### config.mk
export PLATFORM = sky130hd
export DESIGN_NAME = gpio_expander
export DESIGN_NICKNAME = d
export VERILOG_FILES = /design/src/rtl/gpio_expander_pkg.sv /design/src/rtl/gpio_port_if.sv /design/src/rtl/gpio_expander.sv /design/src/rtl/gpio_pin_stage.sv
export SDC_FILE = /design/constraint.sdc
export NUM_CORES = 1
export LEC_CHECK = 0
export BUFFER_PORTS_ARGS = -buffer_cell sky130_fd_sc_hd__buf_2
export CORE_MARGIN = 2
export CORE_UTILIZATION = 44
export CTS_BUF_LIST = sky130_fd_sc_hd__clkbuf_8
export DETAILED_ROUTE_END_ITERATION = 10
export GPL_TIMING_DRIVEN = 0
export SLEW_MARGIN = 20
export SYNTH_ARGS = -nofsm -noshare
export SYNTH_HDL_FRONTEND = slang
export SYNTH_SLANG_ARGS = --single-unit
export TNS_END_PERCENT = 50
### constraint.sdc
create_clock -name sys_clk -period 2.5 [get_ports sys_clk]
set_input_delay 0.25 -clock sys_clk [delete_from_list [all_inputs] [get_ports sys_clk]]
set_output_delay 0.25 -clock sys_clk [all_outputs]
set_load 0.02 [all_outputs]
### src/rtl/gpio_expander_pkg.sv
// Package: register map, defaults, bus address and state types for the expander.
// Assumes a single 100 MHz system clock; serial bus pins are sampled, not clocks.
package gpio_expander_pkg;
   localparam int PORT_W = 4;
   localparam int REG_W = 8;
   localparam logic [6:0] SLAVE_ADDR = 7'h41;
   localparam logic [1:0] SEL_INPUT = 2'h0;
   localparam logic [1:0] SEL_OUTPUT = 2'h1;
   localparam logic [1:0] SEL_INVERT = 2'h2;
   localparam logic [1:0] SEL_DIR = 2'h3;
   localparam logic [7:0] OUTPUT_RST = 8'hFF;
   localparam logic [7:0] INVERT_RST = 8'h00;
   localparam logic [7:0] DIR_RST = 8'hFF;
   localparam logic [7:0] CMD_RST = 8'h00;
   localparam logic [3:0] UNUSED_IN_HI = 4'hF;
   localparam logic [3:0] BIT_LAST = 4'h7;
   localparam logic [3:0] BIT_ACK = 4'h8;
   typedef enum logic [2:0] {
      ST_IDLE, ST_ADDR, ST_ADDR_ACK, ST_WR, ST_WR_ACK, ST_RD, ST_RD_ACK
   } link_state_t;
endpackage

### src/rtl/gpio_port_if.sv
// Interface: register contents carried from the serial engine to the pin stage.
// Assumes both ends run on sys_clk.
`timescale 1ns/100ps
interface gpio_port_if;
   logic [7:0] out_level;
   logic [7:0] invert_sel;
   logic [7:0] dir_sel;
   logic [7:0] input_view;
   modport regs (output out_level, output invert_sel, output dir_sel, input input_view);
   modport pins (input out_level, input invert_sel, input dir_sel, output input_view);
endinterface

### src/rtl/gpio_expander.sv
// Top: two-wire bus slave with four registers driving a four-line port.
// Assumes scl and sda are asynchronous pins; sda is open drain, sda_oe pulls low.
`timescale 1ns/100ps
// Notes on behaviour
// - Input register shows pin levels always
// - Writes to input register are ignored
// - Output bits drive only output pins
// - Output register reads stored value
// - Invert bit flips reported input level
// - Direction one means input, zero output
// - Reset: idle, output ones, invert zeros, direction ones
// - Any number of written data bytes
// - Restart keeps currently selected register
// - Read data captured at acknowledge rise
// - Unlimited read bytes, release after nack
// - Stop returns device to idle
// - Answer address 0x41 only, acknowledge low
// - Low command bits select one register
// - Command persists until rewritten
// - Acknowledge address and each written byte during clock high
module gpio_expander (
   input wire logic sys_clk,
   input wire logic nrst,
   input wire logic scl,
   input wire logic sda_in,
   output logic sda_out,
   output logic sda_oe,
   input wire logic [3:0] port_in,
   output logic [3:0] port_out,
   output logic [3:0] port_oe
);
   gpio_port_if port ();
   logic [1:0] scl_s_r;
   logic [1:0] sda_s_r;
   logic scl_d_r;
   logic sda_d_r;
   gpio_expander_pkg::link_state_t state_r;
   logic [3:0] bit_cnt_r;
   logic [7:0] shift_r;
   logic [7:0] tx_r;
   logic [7:0] cmd_r;
   logic cmd_phase_r;
   logic drive_low_r;
   logic [7:0] out_r;
   logic [7:0] inv_r;
   logic [7:0] dir_r;

   wire scl_now = scl_s_r[1];
   wire sda_now = sda_s_r[1];
   wire scl_rise = scl_now & ~scl_d_r;
   wire scl_fall = ~scl_now & scl_d_r;
   wire start_seen = scl_now & scl_d_r & sda_d_r & ~sda_now;
   wire stop_seen = scl_now & scl_d_r & ~sda_d_r & sda_now;
   wire [7:0] rx_byte = {shift_r[6:0], sda_now};
   wire addr_match = (shift_r[7:1] == gpio_expander_pkg::SLAVE_ADDR);
   wire is_read = shift_r[0];
   wire [1:0] sel = cmd_r[1:0];

   function automatic logic [7:0] reg_view(input logic [1:0] s, input logic [7:0] inp,
                                          input logic [7:0] o, input logic [7:0] n,
                                          input logic [7:0] c);
      case (s)
         gpio_expander_pkg::SEL_INPUT: reg_view = inp;
         gpio_expander_pkg::SEL_OUTPUT: reg_view = o;
         gpio_expander_pkg::SEL_INVERT: reg_view = n;
         default: reg_view = c;
      endcase
   endfunction

   wire [7:0] read_val = reg_view(sel, port.input_view, out_r, inv_r, dir_r);

   always_ff @(posedge sys_clk or negedge nrst) begin
      if (!nrst) begin
         scl_s_r <= 2'h3;
         sda_s_r <= 2'h3;
         scl_d_r <= 1'b1;
         sda_d_r <= 1'b1;
      end else begin
         scl_s_r <= {scl_s_r[0], scl};
         sda_s_r <= {sda_s_r[0], sda_in};
         scl_d_r <= scl_now;
         sda_d_r <= sda_now;
      end
   end

   // Serial engine: bits counted on scl rise, sda changes on scl fall
   always_ff @(posedge sys_clk or negedge nrst) begin
      if (!nrst) begin
         state_r <= gpio_expander_pkg::ST_IDLE;
         bit_cnt_r <= 4'h0;
         shift_r <= 8'h00;
         tx_r <= 8'h00;
         cmd_r <= gpio_expander_pkg::CMD_RST;
         cmd_phase_r <= 1'b0;
         drive_low_r <= 1'b0;
      end else if (start_seen) begin
         state_r <= gpio_expander_pkg::ST_ADDR;
         bit_cnt_r <= 4'h0;
         drive_low_r <= 1'b0;
      end else if (stop_seen) begin
         state_r <= gpio_expander_pkg::ST_IDLE;
         drive_low_r <= 1'b0;
      end else begin
         case (state_r)
            gpio_expander_pkg::ST_IDLE: begin
               drive_low_r <= 1'b0;
            end
            gpio_expander_pkg::ST_ADDR: begin
               if (scl_rise) begin
                  shift_r <= rx_byte;
                  bit_cnt_r <= bit_cnt_r + 4'h1;
               end else if (scl_fall && bit_cnt_r == gpio_expander_pkg::BIT_ACK) begin
                  bit_cnt_r <= 4'h0;
                  if (addr_match) begin
                     drive_low_r <= 1'b1;
                     state_r <= gpio_expander_pkg::ST_ADDR_ACK;
                  end else begin
                     state_r <= gpio_expander_pkg::ST_IDLE;
                  end
               end
            end
            gpio_expander_pkg::ST_ADDR_ACK: begin
               if (scl_rise) begin
                  tx_r <= read_val;
               end else if (scl_fall) begin
                  if (is_read) begin
                     state_r <= gpio_expander_pkg::ST_RD;
                     drive_low_r <= ~tx_r[7];
                  end else begin
                     state_r <= gpio_expander_pkg::ST_WR;
                     cmd_phase_r <= 1'b1;
                     drive_low_r <= 1'b0;
                  end
               end
            end
            gpio_expander_pkg::ST_WR: begin
               if (scl_rise) begin
                  shift_r <= rx_byte;
                  bit_cnt_r <= bit_cnt_r + 4'h1;
               end else if (scl_fall && bit_cnt_r == gpio_expander_pkg::BIT_ACK) begin
                  bit_cnt_r <= 4'h0;
                  drive_low_r <= 1'b1;
                  state_r <= gpio_expander_pkg::ST_WR_ACK;
                  if (cmd_phase_r) begin
                     cmd_r <= shift_r;
                  end
               end
            end
            gpio_expander_pkg::ST_WR_ACK: begin
               if (scl_fall) begin
                  drive_low_r <= 1'b0;
                  cmd_phase_r <= 1'b0;
                  state_r <= gpio_expander_pkg::ST_WR;
               end
            end
            gpio_expander_pkg::ST_RD: begin
               if (scl_rise) begin
                  bit_cnt_r <= bit_cnt_r + 4'h1;
               end else if (scl_fall) begin
                  if (bit_cnt_r == gpio_expander_pkg::BIT_ACK) begin
                     bit_cnt_r <= 4'h0;
                     drive_low_r <= 1'b0;
                     state_r <= gpio_expander_pkg::ST_RD_ACK;
                  end else begin
                     drive_low_r <= ~tx_r[3'(gpio_expander_pkg::BIT_LAST - bit_cnt_r)];
                  end
               end
            end
            gpio_expander_pkg::ST_RD_ACK: begin
               if (scl_rise) begin
                  tx_r <= read_val;
                  if (sda_now) begin
                     state_r <= gpio_expander_pkg::ST_IDLE;
                  end
               end else if (scl_fall) begin
                  state_r <= gpio_expander_pkg::ST_RD;
                  drive_low_r <= ~tx_r[7];
               end
            end
            default: state_r <= gpio_expander_pkg::ST_IDLE;
         endcase
      end
   end

   // Register writes land on the data byte ack; input register is not writable
   wire data_done = (state_r == gpio_expander_pkg::ST_WR) && scl_fall && !start_seen &&
                    !stop_seen && (bit_cnt_r == gpio_expander_pkg::BIT_ACK) && !cmd_phase_r;
   wire wr_out = data_done && (sel == gpio_expander_pkg::SEL_OUTPUT);
   wire wr_inv = data_done && (sel == gpio_expander_pkg::SEL_INVERT);
   wire wr_dir = data_done && (sel == gpio_expander_pkg::SEL_DIR);

   always_ff @(posedge sys_clk or negedge nrst) begin
      if (!nrst) begin
         out_r <= gpio_expander_pkg::OUTPUT_RST;
         inv_r <= gpio_expander_pkg::INVERT_RST;
         dir_r <= gpio_expander_pkg::DIR_RST;
      end else begin
         if (wr_out) out_r <= {gpio_expander_pkg::OUTPUT_RST[7:4], shift_r[3:0]};
         if (wr_inv) inv_r <= {gpio_expander_pkg::INVERT_RST[7:4], shift_r[3:0]};
         if (wr_dir) dir_r <= {gpio_expander_pkg::DIR_RST[7:4], shift_r[3:0]};
      end
   end

   assign port.out_level = out_r;
   assign port.invert_sel = inv_r;
   assign port.dir_sel = dir_r;
   assign sda_out = 1'b0;
   assign sda_oe = drive_low_r;

   gpio_pin_stage pins (
      .sys_clk(sys_clk),
      .nrst(nrst),
      .port(port),
      .pin_in(port_in),
      .pin_out(port_out),
      .pin_oe(port_oe)
   );

   // Protocol checks on the serial engine, then register and port checks
   a_stop_to_idle: assert property (@(posedge sys_clk) disable iff (!nrst)
      stop_seen |=> (state_r == gpio_expander_pkg::ST_IDLE && !sda_oe))
      else $error("stop did not idle");
   a_ack_on_match: assert property (@(posedge sys_clk) disable iff (!nrst)
      (state_r == gpio_expander_pkg::ST_ADDR && scl_fall && !start_seen && !stop_seen &&
       bit_cnt_r == gpio_expander_pkg::BIT_ACK && shift_r[7:1] == gpio_expander_pkg::SLAVE_ADDR)
      |=> sda_oe) else $error("address not acked");
   a_no_ack_mismatch: assert property (@(posedge sys_clk) disable iff (!nrst)
      (state_r == gpio_expander_pkg::ST_ADDR && scl_fall && !start_seen && !stop_seen &&
       bit_cnt_r == gpio_expander_pkg::BIT_ACK && shift_r[7:1] != gpio_expander_pkg::SLAVE_ADDR)
      |=> (state_r == gpio_expander_pkg::ST_IDLE && !sda_oe))
      else $error("foreign address acked");
   a_addr_ack_held: assert property (@(posedge sys_clk) disable iff (!nrst)
      (state_r == gpio_expander_pkg::ST_ADDR_ACK && scl_now) |-> sda_oe)
      else $error("address ack released in clock high");
   a_wr_ack_held: assert property (@(posedge sys_clk) disable iff (!nrst)
      (state_r == gpio_expander_pkg::ST_WR_ACK && scl_now) |-> sda_oe)
      else $error("ack released in clock high");
   a_wr_ack_enter: assert property (@(posedge sys_clk) disable iff (!nrst)
      (state_r == gpio_expander_pkg::ST_WR && scl_fall && !start_seen && !stop_seen &&
       bit_cnt_r == gpio_expander_pkg::BIT_ACK)
      |=> (state_r == gpio_expander_pkg::ST_WR_ACK && sda_oe)) else $error("byte not acked");
   a_rx_released: assert property (@(posedge sys_clk) disable iff (!nrst)
      (state_r == gpio_expander_pkg::ST_IDLE || state_r == gpio_expander_pkg::ST_ADDR ||
       state_r == gpio_expander_pkg::ST_WR) |-> !sda_oe)
      else $error("data line held while receiving");
   a_out_write: assert property (@(posedge sys_clk) disable iff (!nrst)
      wr_out |=> (out_r[3:0] == $past(shift_r[3:0]) &&
      out_r[7:4] == gpio_expander_pkg::OUTPUT_RST[7:4])) else $error("output write lost");
   a_inv_write: assert property (@(posedge sys_clk) disable iff (!nrst)
      wr_inv |=> (inv_r[3:0] == $past(shift_r[3:0]) &&
      inv_r[7:4] == gpio_expander_pkg::INVERT_RST[7:4])) else $error("invert write lost");
   a_dir_write: assert property (@(posedge sys_clk) disable iff (!nrst)
      wr_dir |=> (dir_r[3:0] == $past(shift_r[3:0]) &&
      dir_r[7:4] == gpio_expander_pkg::DIR_RST[7:4])) else $error("direction write lost");
   a_input_ro: assert property (@(posedge sys_clk) disable iff (!nrst)
      (data_done && sel == gpio_expander_pkg::SEL_INPUT) |=> $stable(out_r) && $stable(inv_r)
      && $stable(dir_r)) else $error("input write changed a register");
   a_cmd_kept: assert property (@(posedge sys_clk) disable iff (!nrst)
      (state_r != gpio_expander_pkg::ST_WR) |=> $stable(cmd_r))
      else $error("command changed outside write");
   a_cmd_load: assert property (@(posedge sys_clk) disable iff (!nrst)
      (state_r == gpio_expander_pkg::ST_WR && scl_fall && !start_seen && !stop_seen &&
       bit_cnt_r == gpio_expander_pkg::BIT_ACK && cmd_phase_r) |=> (cmd_r == $past(shift_r)))
      else $error("command byte not stored");
   a_restart_keeps: assert property (@(posedge sys_clk) disable iff (!nrst)
      start_seen |=> (state_r == gpio_expander_pkg::ST_ADDR && $stable(cmd_r)))
      else $error("restart lost the command");
   a_rd_first_bit: assert property (@(posedge sys_clk) disable iff (!nrst)
      (state_r == gpio_expander_pkg::ST_ADDR_ACK && scl_fall && is_read && !start_seen &&
       !stop_seen) |=> (state_r == gpio_expander_pkg::ST_RD && sda_oe == !tx_r[7]))
      else $error("first read bit wrong");
   a_rd_release: assert property (@(posedge sys_clk) disable iff (!nrst)
      (state_r == gpio_expander_pkg::ST_RD && scl_fall && !start_seen && !stop_seen &&
       bit_cnt_r == gpio_expander_pkg::BIT_ACK)
      |=> (state_r == gpio_expander_pkg::ST_RD_ACK && !sda_oe)) else $error("byte end held");
   a_master_ack_free: assert property (@(posedge sys_clk) disable iff (!nrst)
      (state_r == gpio_expander_pkg::ST_RD_ACK) |-> !sda_oe)
      else $error("data line held in master ack");
   a_rd_load: assert property (@(posedge sys_clk) disable iff (!nrst)
      (state_r == gpio_expander_pkg::ST_RD_ACK && scl_rise && !start_seen && !stop_seen)
      |=> (tx_r == $past(read_val))) else $error("read data not loaded");
   a_nack_release: assert property (@(posedge sys_clk) disable iff (!nrst)
      (state_r == gpio_expander_pkg::ST_RD_ACK && scl_rise && sda_now && !start_seen &&
       !stop_seen) |=> (state_r == gpio_expander_pkg::ST_IDLE) [*2])
      else $error("no release after nack");
   a_upper_defaults: assert property (@(posedge sys_clk) disable iff (!nrst)
      (out_r[7:4] == gpio_expander_pkg::OUTPUT_RST[7:4] &&
       inv_r[7:4] == gpio_expander_pkg::INVERT_RST[7:4] &&
       dir_r[7:4] == gpio_expander_pkg::DIR_RST[7:4])) else $error("unused bits not default");
   a_pins_follow: assert property (@(posedge sys_clk) disable iff (!nrst)
      (port_out == out_r[3:0])) else $error("port level not from output register");
   a_reset_defaults: assert property (@(posedge sys_clk)
      !nrst |=> (out_r == gpio_expander_pkg::OUTPUT_RST && inv_r == gpio_expander_pkg::INVERT_RST
      && dir_r == gpio_expander_pkg::DIR_RST)) else $error("bad reset defaults");
   // Scenario coverage
   c_write_data: cover property (@(posedge sys_clk) disable iff (!nrst) wr_out);
   c_read_byte: cover property (@(posedge sys_clk) disable iff (!nrst)
      state_r == gpio_expander_pkg::ST_RD_ACK);
   c_restart: cover property (@(posedge sys_clk) disable iff (!nrst)
      start_seen && state_r != gpio_expander_pkg::ST_IDLE);
   c_dir_write: cover property (@(posedge sys_clk) disable iff (!nrst) wr_dir);
   c_read_nack: cover property (@(posedge sys_clk) disable iff (!nrst)
      state_r == gpio_expander_pkg::ST_RD_ACK && scl_rise && sda_now);
endmodule // gpio_expander

### src/rtl/gpio_pin_stage.sv
// Pin stage: drives and samples the four port lines from the register contents.
// Assumes port inputs come from pins and need two-flop synchronisation.
`timescale 1ns/100ps
module gpio_pin_stage (
   input wire logic sys_clk,
   input wire logic nrst,
   gpio_port_if.pins port,
   input wire logic [3:0] pin_in,
   output logic [3:0] pin_out,
   output logic [3:0] pin_oe
);
   logic [3:0] sync1_r;
   logic [3:0] sync2_r;
   logic [3:0] view_r;
   wire [3:0] view_nxt = sync2_r ^ port.invert_sel[3:0];
   always_ff @(posedge sys_clk or negedge nrst) begin
      if (!nrst) begin
         sync1_r <= 4'h0;
         sync2_r <= 4'h0;
         view_r <= 4'h0;
      end else begin
         sync1_r <= pin_in;
         sync2_r <= sync1_r;
         view_r <= view_nxt;
      end
   end
   assign port.input_view = {gpio_expander_pkg::UNUSED_IN_HI, view_r};
   assign pin_out = port.out_level[3:0];
   assign pin_oe = ~port.dir_sel[3:0];
   a_dir_gates_oe: assert property (@(posedge sys_clk) disable iff (!nrst)
      (pin_oe == ~port.dir_sel[3:0])) else $error("pin enable not from direction");
   a_invert_view: assert property (@(posedge sys_clk) disable iff (!nrst)
      (view_r == ($past(sync2_r) ^ $past(port.invert_sel[3:0]))))
      else $error("input view wrong polarity");
endmodule // gpio_pin_stage

==> impl_table.tex <==
\begin{tabular}{lr}
\hline
Metric & Value \\
\hline
\multicolumn{2}{l}{\textbf{Timing}} \\
\quad Least-Margin Pin Slew & 660 ps \\
\quad Crit path setup slack, layout & 189 ps \\
\quad Final worst path period share & 0.924 \\
\quad Final Hold Vio Count & 0 \\
\quad Max-slew violations & 0 \\
\quad Max transition margin & 0.560 \\
\quad Setup\_tns & 0 ps \\
\quad Hold Slack & 35.1 ps \\
\quad Max frequency & 433 MHz \\
\quad Unrepaired setup endpoints after global routing & false \\
\quad Minimum clock period after layout & 2310 ps \\
\quad Final clock skew & 5.25 ps \\
\quad Count of endpoints failing setup in the final report & 0 \\
\multicolumn{2}{l}{\textbf{Global routing}} \\
\quad Initial antenna violation count & 0 \\
\quad Pin count of the biggest net entering global routing & 55 \\
\quad Total global-route track usage & 0.161 \\
\quad Remaining global-route overflow & 0 \\
\quad Wire length of the first global-routing pass & 7880 um \\
\quad Vias in the first global route & 1,556 \\
\multicolumn{2}{l}{\textbf{Clock network}} \\
\quad Root buf cell & sky130\_fd\_sc\_hd\_\_clkbuf\_8 \\
\quad Inserted Clock Buffers & 5 \\
\quad CTS hold repair buffers & 1 \\
\quad Clock transition at path regs & 100 ps \\
\quad Clock latency on the worst-skew pair & 300 ps \\
\quad Post-CTS Setup Bufs & 0 \\
\quad CTS HTree Levels & 2 \\
\quad TritonCTS clock tree & yes \\
\quad Longest Clk Path Bufs & 2 \\
\quad Quantity of gates resized following cts & 0 \\
\quad Total number of clock tree sinks & 54 \\
\multicolumn{2}{l}{\textbf{Pwr}} \\
\quad Fraction of power spent switching nets & 0.248 \\
\quad Overall power of the completed layout & 1.75 mW \\
\quad Fraction of power consumed by sequential logic & 0.554 \\
\quad Proportion of power drawn by combinational gates & 0.091 \\
\quad Leakage power figure & 1.28 nW \\
\quad Sw Pwr & 0.434 mW \\
\quad Share of power burned in the clock network & 0.355 \\
\quad Power density normalized to cell area & 617 nW/um\^{}2 \\
\quad Internal power & 1.32 mW \\
\quad Max VDD drop & 0.317 mV \\
\multicolumn{2}{l}{\textbf{Routing}} \\
\quad First-pass DRT Iterations & 4 \\
\quad Via/cell ratio & 5.49 \\
\quad Routed wire length & 4630 um \\
\quad Number of design-rule violations left by the first detailed-router iteration & 78 \\
\quad Drt wl/cell & 15.5 um \\
\quad Antenna Violating Nets Remaining & 0 \\
\quad Routed vias & 1,641 \\
\quad Post-detailed-route DRC marker count & 0 \\
\multicolumn{2}{l}{\textbf{Logic synthesis}} \\
\quad Share of the synthesized area in the top cell type & 0.395 \\
\quad Post-synthesis async set-or-reset flop share & 1.00 \\
\quad Yosys cell types & 42 \\
\quad Portion of the post-synthesis area used by sequential elements & 0.540 \\
\quad EDFF count, synth & 0 \\
\quad Ys Warns & 0 \\
\quad Largest area contributor in the synthesized netlist & sky130\_fd\_sc\_hd\_\_dfrtp\_1 \\
\quad Post-synthesis instance area & 2530 um\^{}2 \\
\quad Avg Cell Area, Syn & 12.5 um\^{}2 \\
\quad Main synth FF type & sky130\_fd\_sc\_hd\_\_dfrtp\_1 \\
\quad Top cells by area, synth & sky130\_fd\_sc\_hd\_\_dfrtp\_1 40\%, sky130\_fd\_sc\_hd\_\_dfstp\_2 15\%, sky130\_fd\_sc\_hd\_\_mux2\_2 13\% \\
\quad Yosys reg bits & 54 \\
\quad Synth Net Count & 215 \\
\quad Gate Count Post-Synth & 202 \\
\multicolumn{2}{l}{\textbf{Worst hold path}} \\
\quad Path class of the lowest-slack min-delay path & in2reg \\
\quad Hold Path Sink & sda\_s\_r[0]\$\_DFF\_PN1\_ \\
\quad Number of instances on the worst hold path & 1 \\
\quad Hold path startpoint & sda\_in \\
\multicolumn{2}{l}{\textbf{Place}} \\
\quad Post-placement setup slack & 230 ps \\
\quad DPL Wire Length & 3150 um \\
\quad Dpl cells & 290 \\
\quad GP Congestion & 0.826 \\
\quad Port buffer count & 16 \\
\quad Total cell area at the placement stage & 2710 um\^{}2 \\
\multicolumn{2}{l}{\textbf{Final layout}} \\
\quad Utilization of the core after routing & 0.512 \\
\quad Number of antenna diodes & 0 \\
\quad P\&R area growth vs syn & 12.0\% \\
\quad Cell area after layout & 2840 um\^{}2 \\
\quad Final cell count without fillers & 299 \\
\quad Most common library cell in the layout ignoring fill and taps & sky130\_fd\_sc\_hd\_\_dfrtp\_1 \\
\quad Fraction of final layout cells sized beyond drive strength 1 & 0.379 \\
\quad Final nets & 239 \\
\quad Top library cells by usage in the layout, fill and taps aside & 40 x sky130\_fd\_sc\_hd\_\_dfrtp\_1, 30 x sky130\_fd\_sc\_hd\_\_mux2\_2, 20 x sky130\_fd\_sc\_hd\_\_buf\_2, 14 x sky130\_fd\_sc\_hd\_\_dfstp\_2, 11 x sky130\_fd\_sc\_hd\_\_inv\_1 \\
\multicolumn{2}{l}{\textbf{Worst setup path}} \\
\quad Terminus of the critical flop-to-flop path & state\_r[0]\$\_DFFE\_PN0P\_ \\
\quad Depth of the worst register-to-register path & 7 \\
\quad Reg2Reg Setup Slack & 190 ps \\
\quad Endpoint arrival time on the critical path & 2510 ps \\
\quad Critical path capture point type & flop \\
\quad Launching element type of the critical path & flop \\
\quad Worst endpoint required time & 2690 ps \\
\quad Setup Crit Path Kind & reg2reg \\
\quad Start of the worst register-to-register path & bit\_cnt\_r[0]\$\_DFFE\_PN0P\_ \\
\quad Maximum fanout encountered on the critical timing path & 5 \\
\multicolumn{2}{l}{\textbf{Outcome}} \\
\quad Result of the run & complete, no violations \\
\multicolumn{2}{l}{\textbf{Floorplan}} \\
\quad Vert. Die Dim & 79.9 um \\
\quad Number of core rows & 27 \\
\quad Initial Util & 0.457 \\
\quad Area of the die & 6380 um\^{}2 \\
\quad IO Pins & 18 \\
\quad Overall die width & 79.9 um \\
\quad Core ar. & 5540 um\^{}2 \\
\multicolumn{2}{l}{\textbf{Flow run}} \\
\quad Max-cap check violation count & 0 \\
\hline
\end{tabular}
==> worst max-delay path, stage by stage, from the launching register on <==
cell,delay (ps)
sky130_fd_sc_hd__dfrtp_1,460
sky130_fd_sc_hd__inv_1,120
sky130_fd_sc_hd__ha_1,140
sky130_fd_sc_hd__and3b_1,220
sky130_fd_sc_hd__a21boi_0,150
sky130_fd_sc_hd__o31ai_1,490
sky130_fd_sc_hd__and3_4,300
sky130_fd_sc_hd__mux2_2,330
==> kinds of logic (layout without fill, tap and decap cells) <==
logic type | after synthesis | in the layout | synth area share
multiplexers | 37 | 37 | 0.186
buffers and inverters | 20 | 45 | 0.0341
flip-flops | 54 | 54 | 0.540
XOR/XNOR | 6 | 6 | 0.0207
AO/OA/AOI/OAI | 26 | 26 | 0.0701
adder cells (fa/ha/maj) | 5 | 5 | 0.0247
AND/OR/NAND/NOR | 53 | 53 | 0.123
other | 1 | 1 | 0.00148
==> flip-flops by register name, summed over array words and instances, names as in the netlist, 4 cells and up <==
signal and flops:
shift_r 8, tx_r 5, bit_cnt_r 4, dir_r 4, inv_r 4, out_r 4, pins.sync1_r 4, pins.sync2_r 4
pins.view_r 4
==> cell usage after synthesis (all sizes together), types with 3 or more instances <==
cell type	n
a21oi	5
a41oi	4
buf	6
clkbuf	3
dfrtp	40
dfstp	14
ha	5
inv	11
mux2	30
mux4	5
nand2	9
nand2b	4
nand3	10
nand3b	3
nor2	8
nor2b	4
o21ai	6
xor2	6
==> per-layer routing <==
layer	wire length [um]	vias up	track usage
met4	40	0	0.0492
met5	0	-	0
met2	2130	30	0.233
met1	2260	836	0.243
li1	-	771	-
met3	197	4	0.0339
==> layout make-up <==
cell class,instances,area [um^2]
sequential,54,1370
fill,511,2700
multi-input combinational,128,1080
tap,72,90.1
inverter,11,41.3
clock buffer,6,82.6
timing repair buffer,17,92.6
clock inverter,2,38.8
buffer,9,45.0
==> worst max-delay path by stage <==
stage                                         from                      to  slack (ps)  cells after the start
after global routing      bit_cnt_r[0]$_DFFE_PN0P_  state_r[0]$_DFFE_PN0P_          80                      7
after detailed placement  bit_cnt_r[0]$_DFFE_PN0P_  state_r[0]$_DFFE_PN0P_         230                      7
after CTS                 bit_cnt_r[0]$_DFFE_PN0P_  state_r[0]$_DFFE_PN0P_         210                      7
after global placement    bit_cnt_r[0]$_DFFE_PN0P_  state_r[0]$_DFFE_PN0P_         240                      7
after floorplan                  scl_d_r$_DFF_PN1_  state_r[0]$_DFFE_PN0P_         510                      7
final                     bit_cnt_r[0]$_DFFE_PN0P_  state_r[0]$_DFFE_PN0P_         190                      7
==> power by group through the flow <==
stage | sequential (mW) | clock [mW] | combinational, mW
after floorplan | 0.965 | 0 | 0.114
after global placement | 0.985 | 0 | 0.157
after detailed placement | 0.987 | 0 | 0.160
after CTS | 0.971 | 0.643 | 0.162
after global routing | 0.978 | 0.683 | 0.181
final | 0.970 | 0.622 | 0.159
Note: power is estimated with default switching activity, not from simulation.
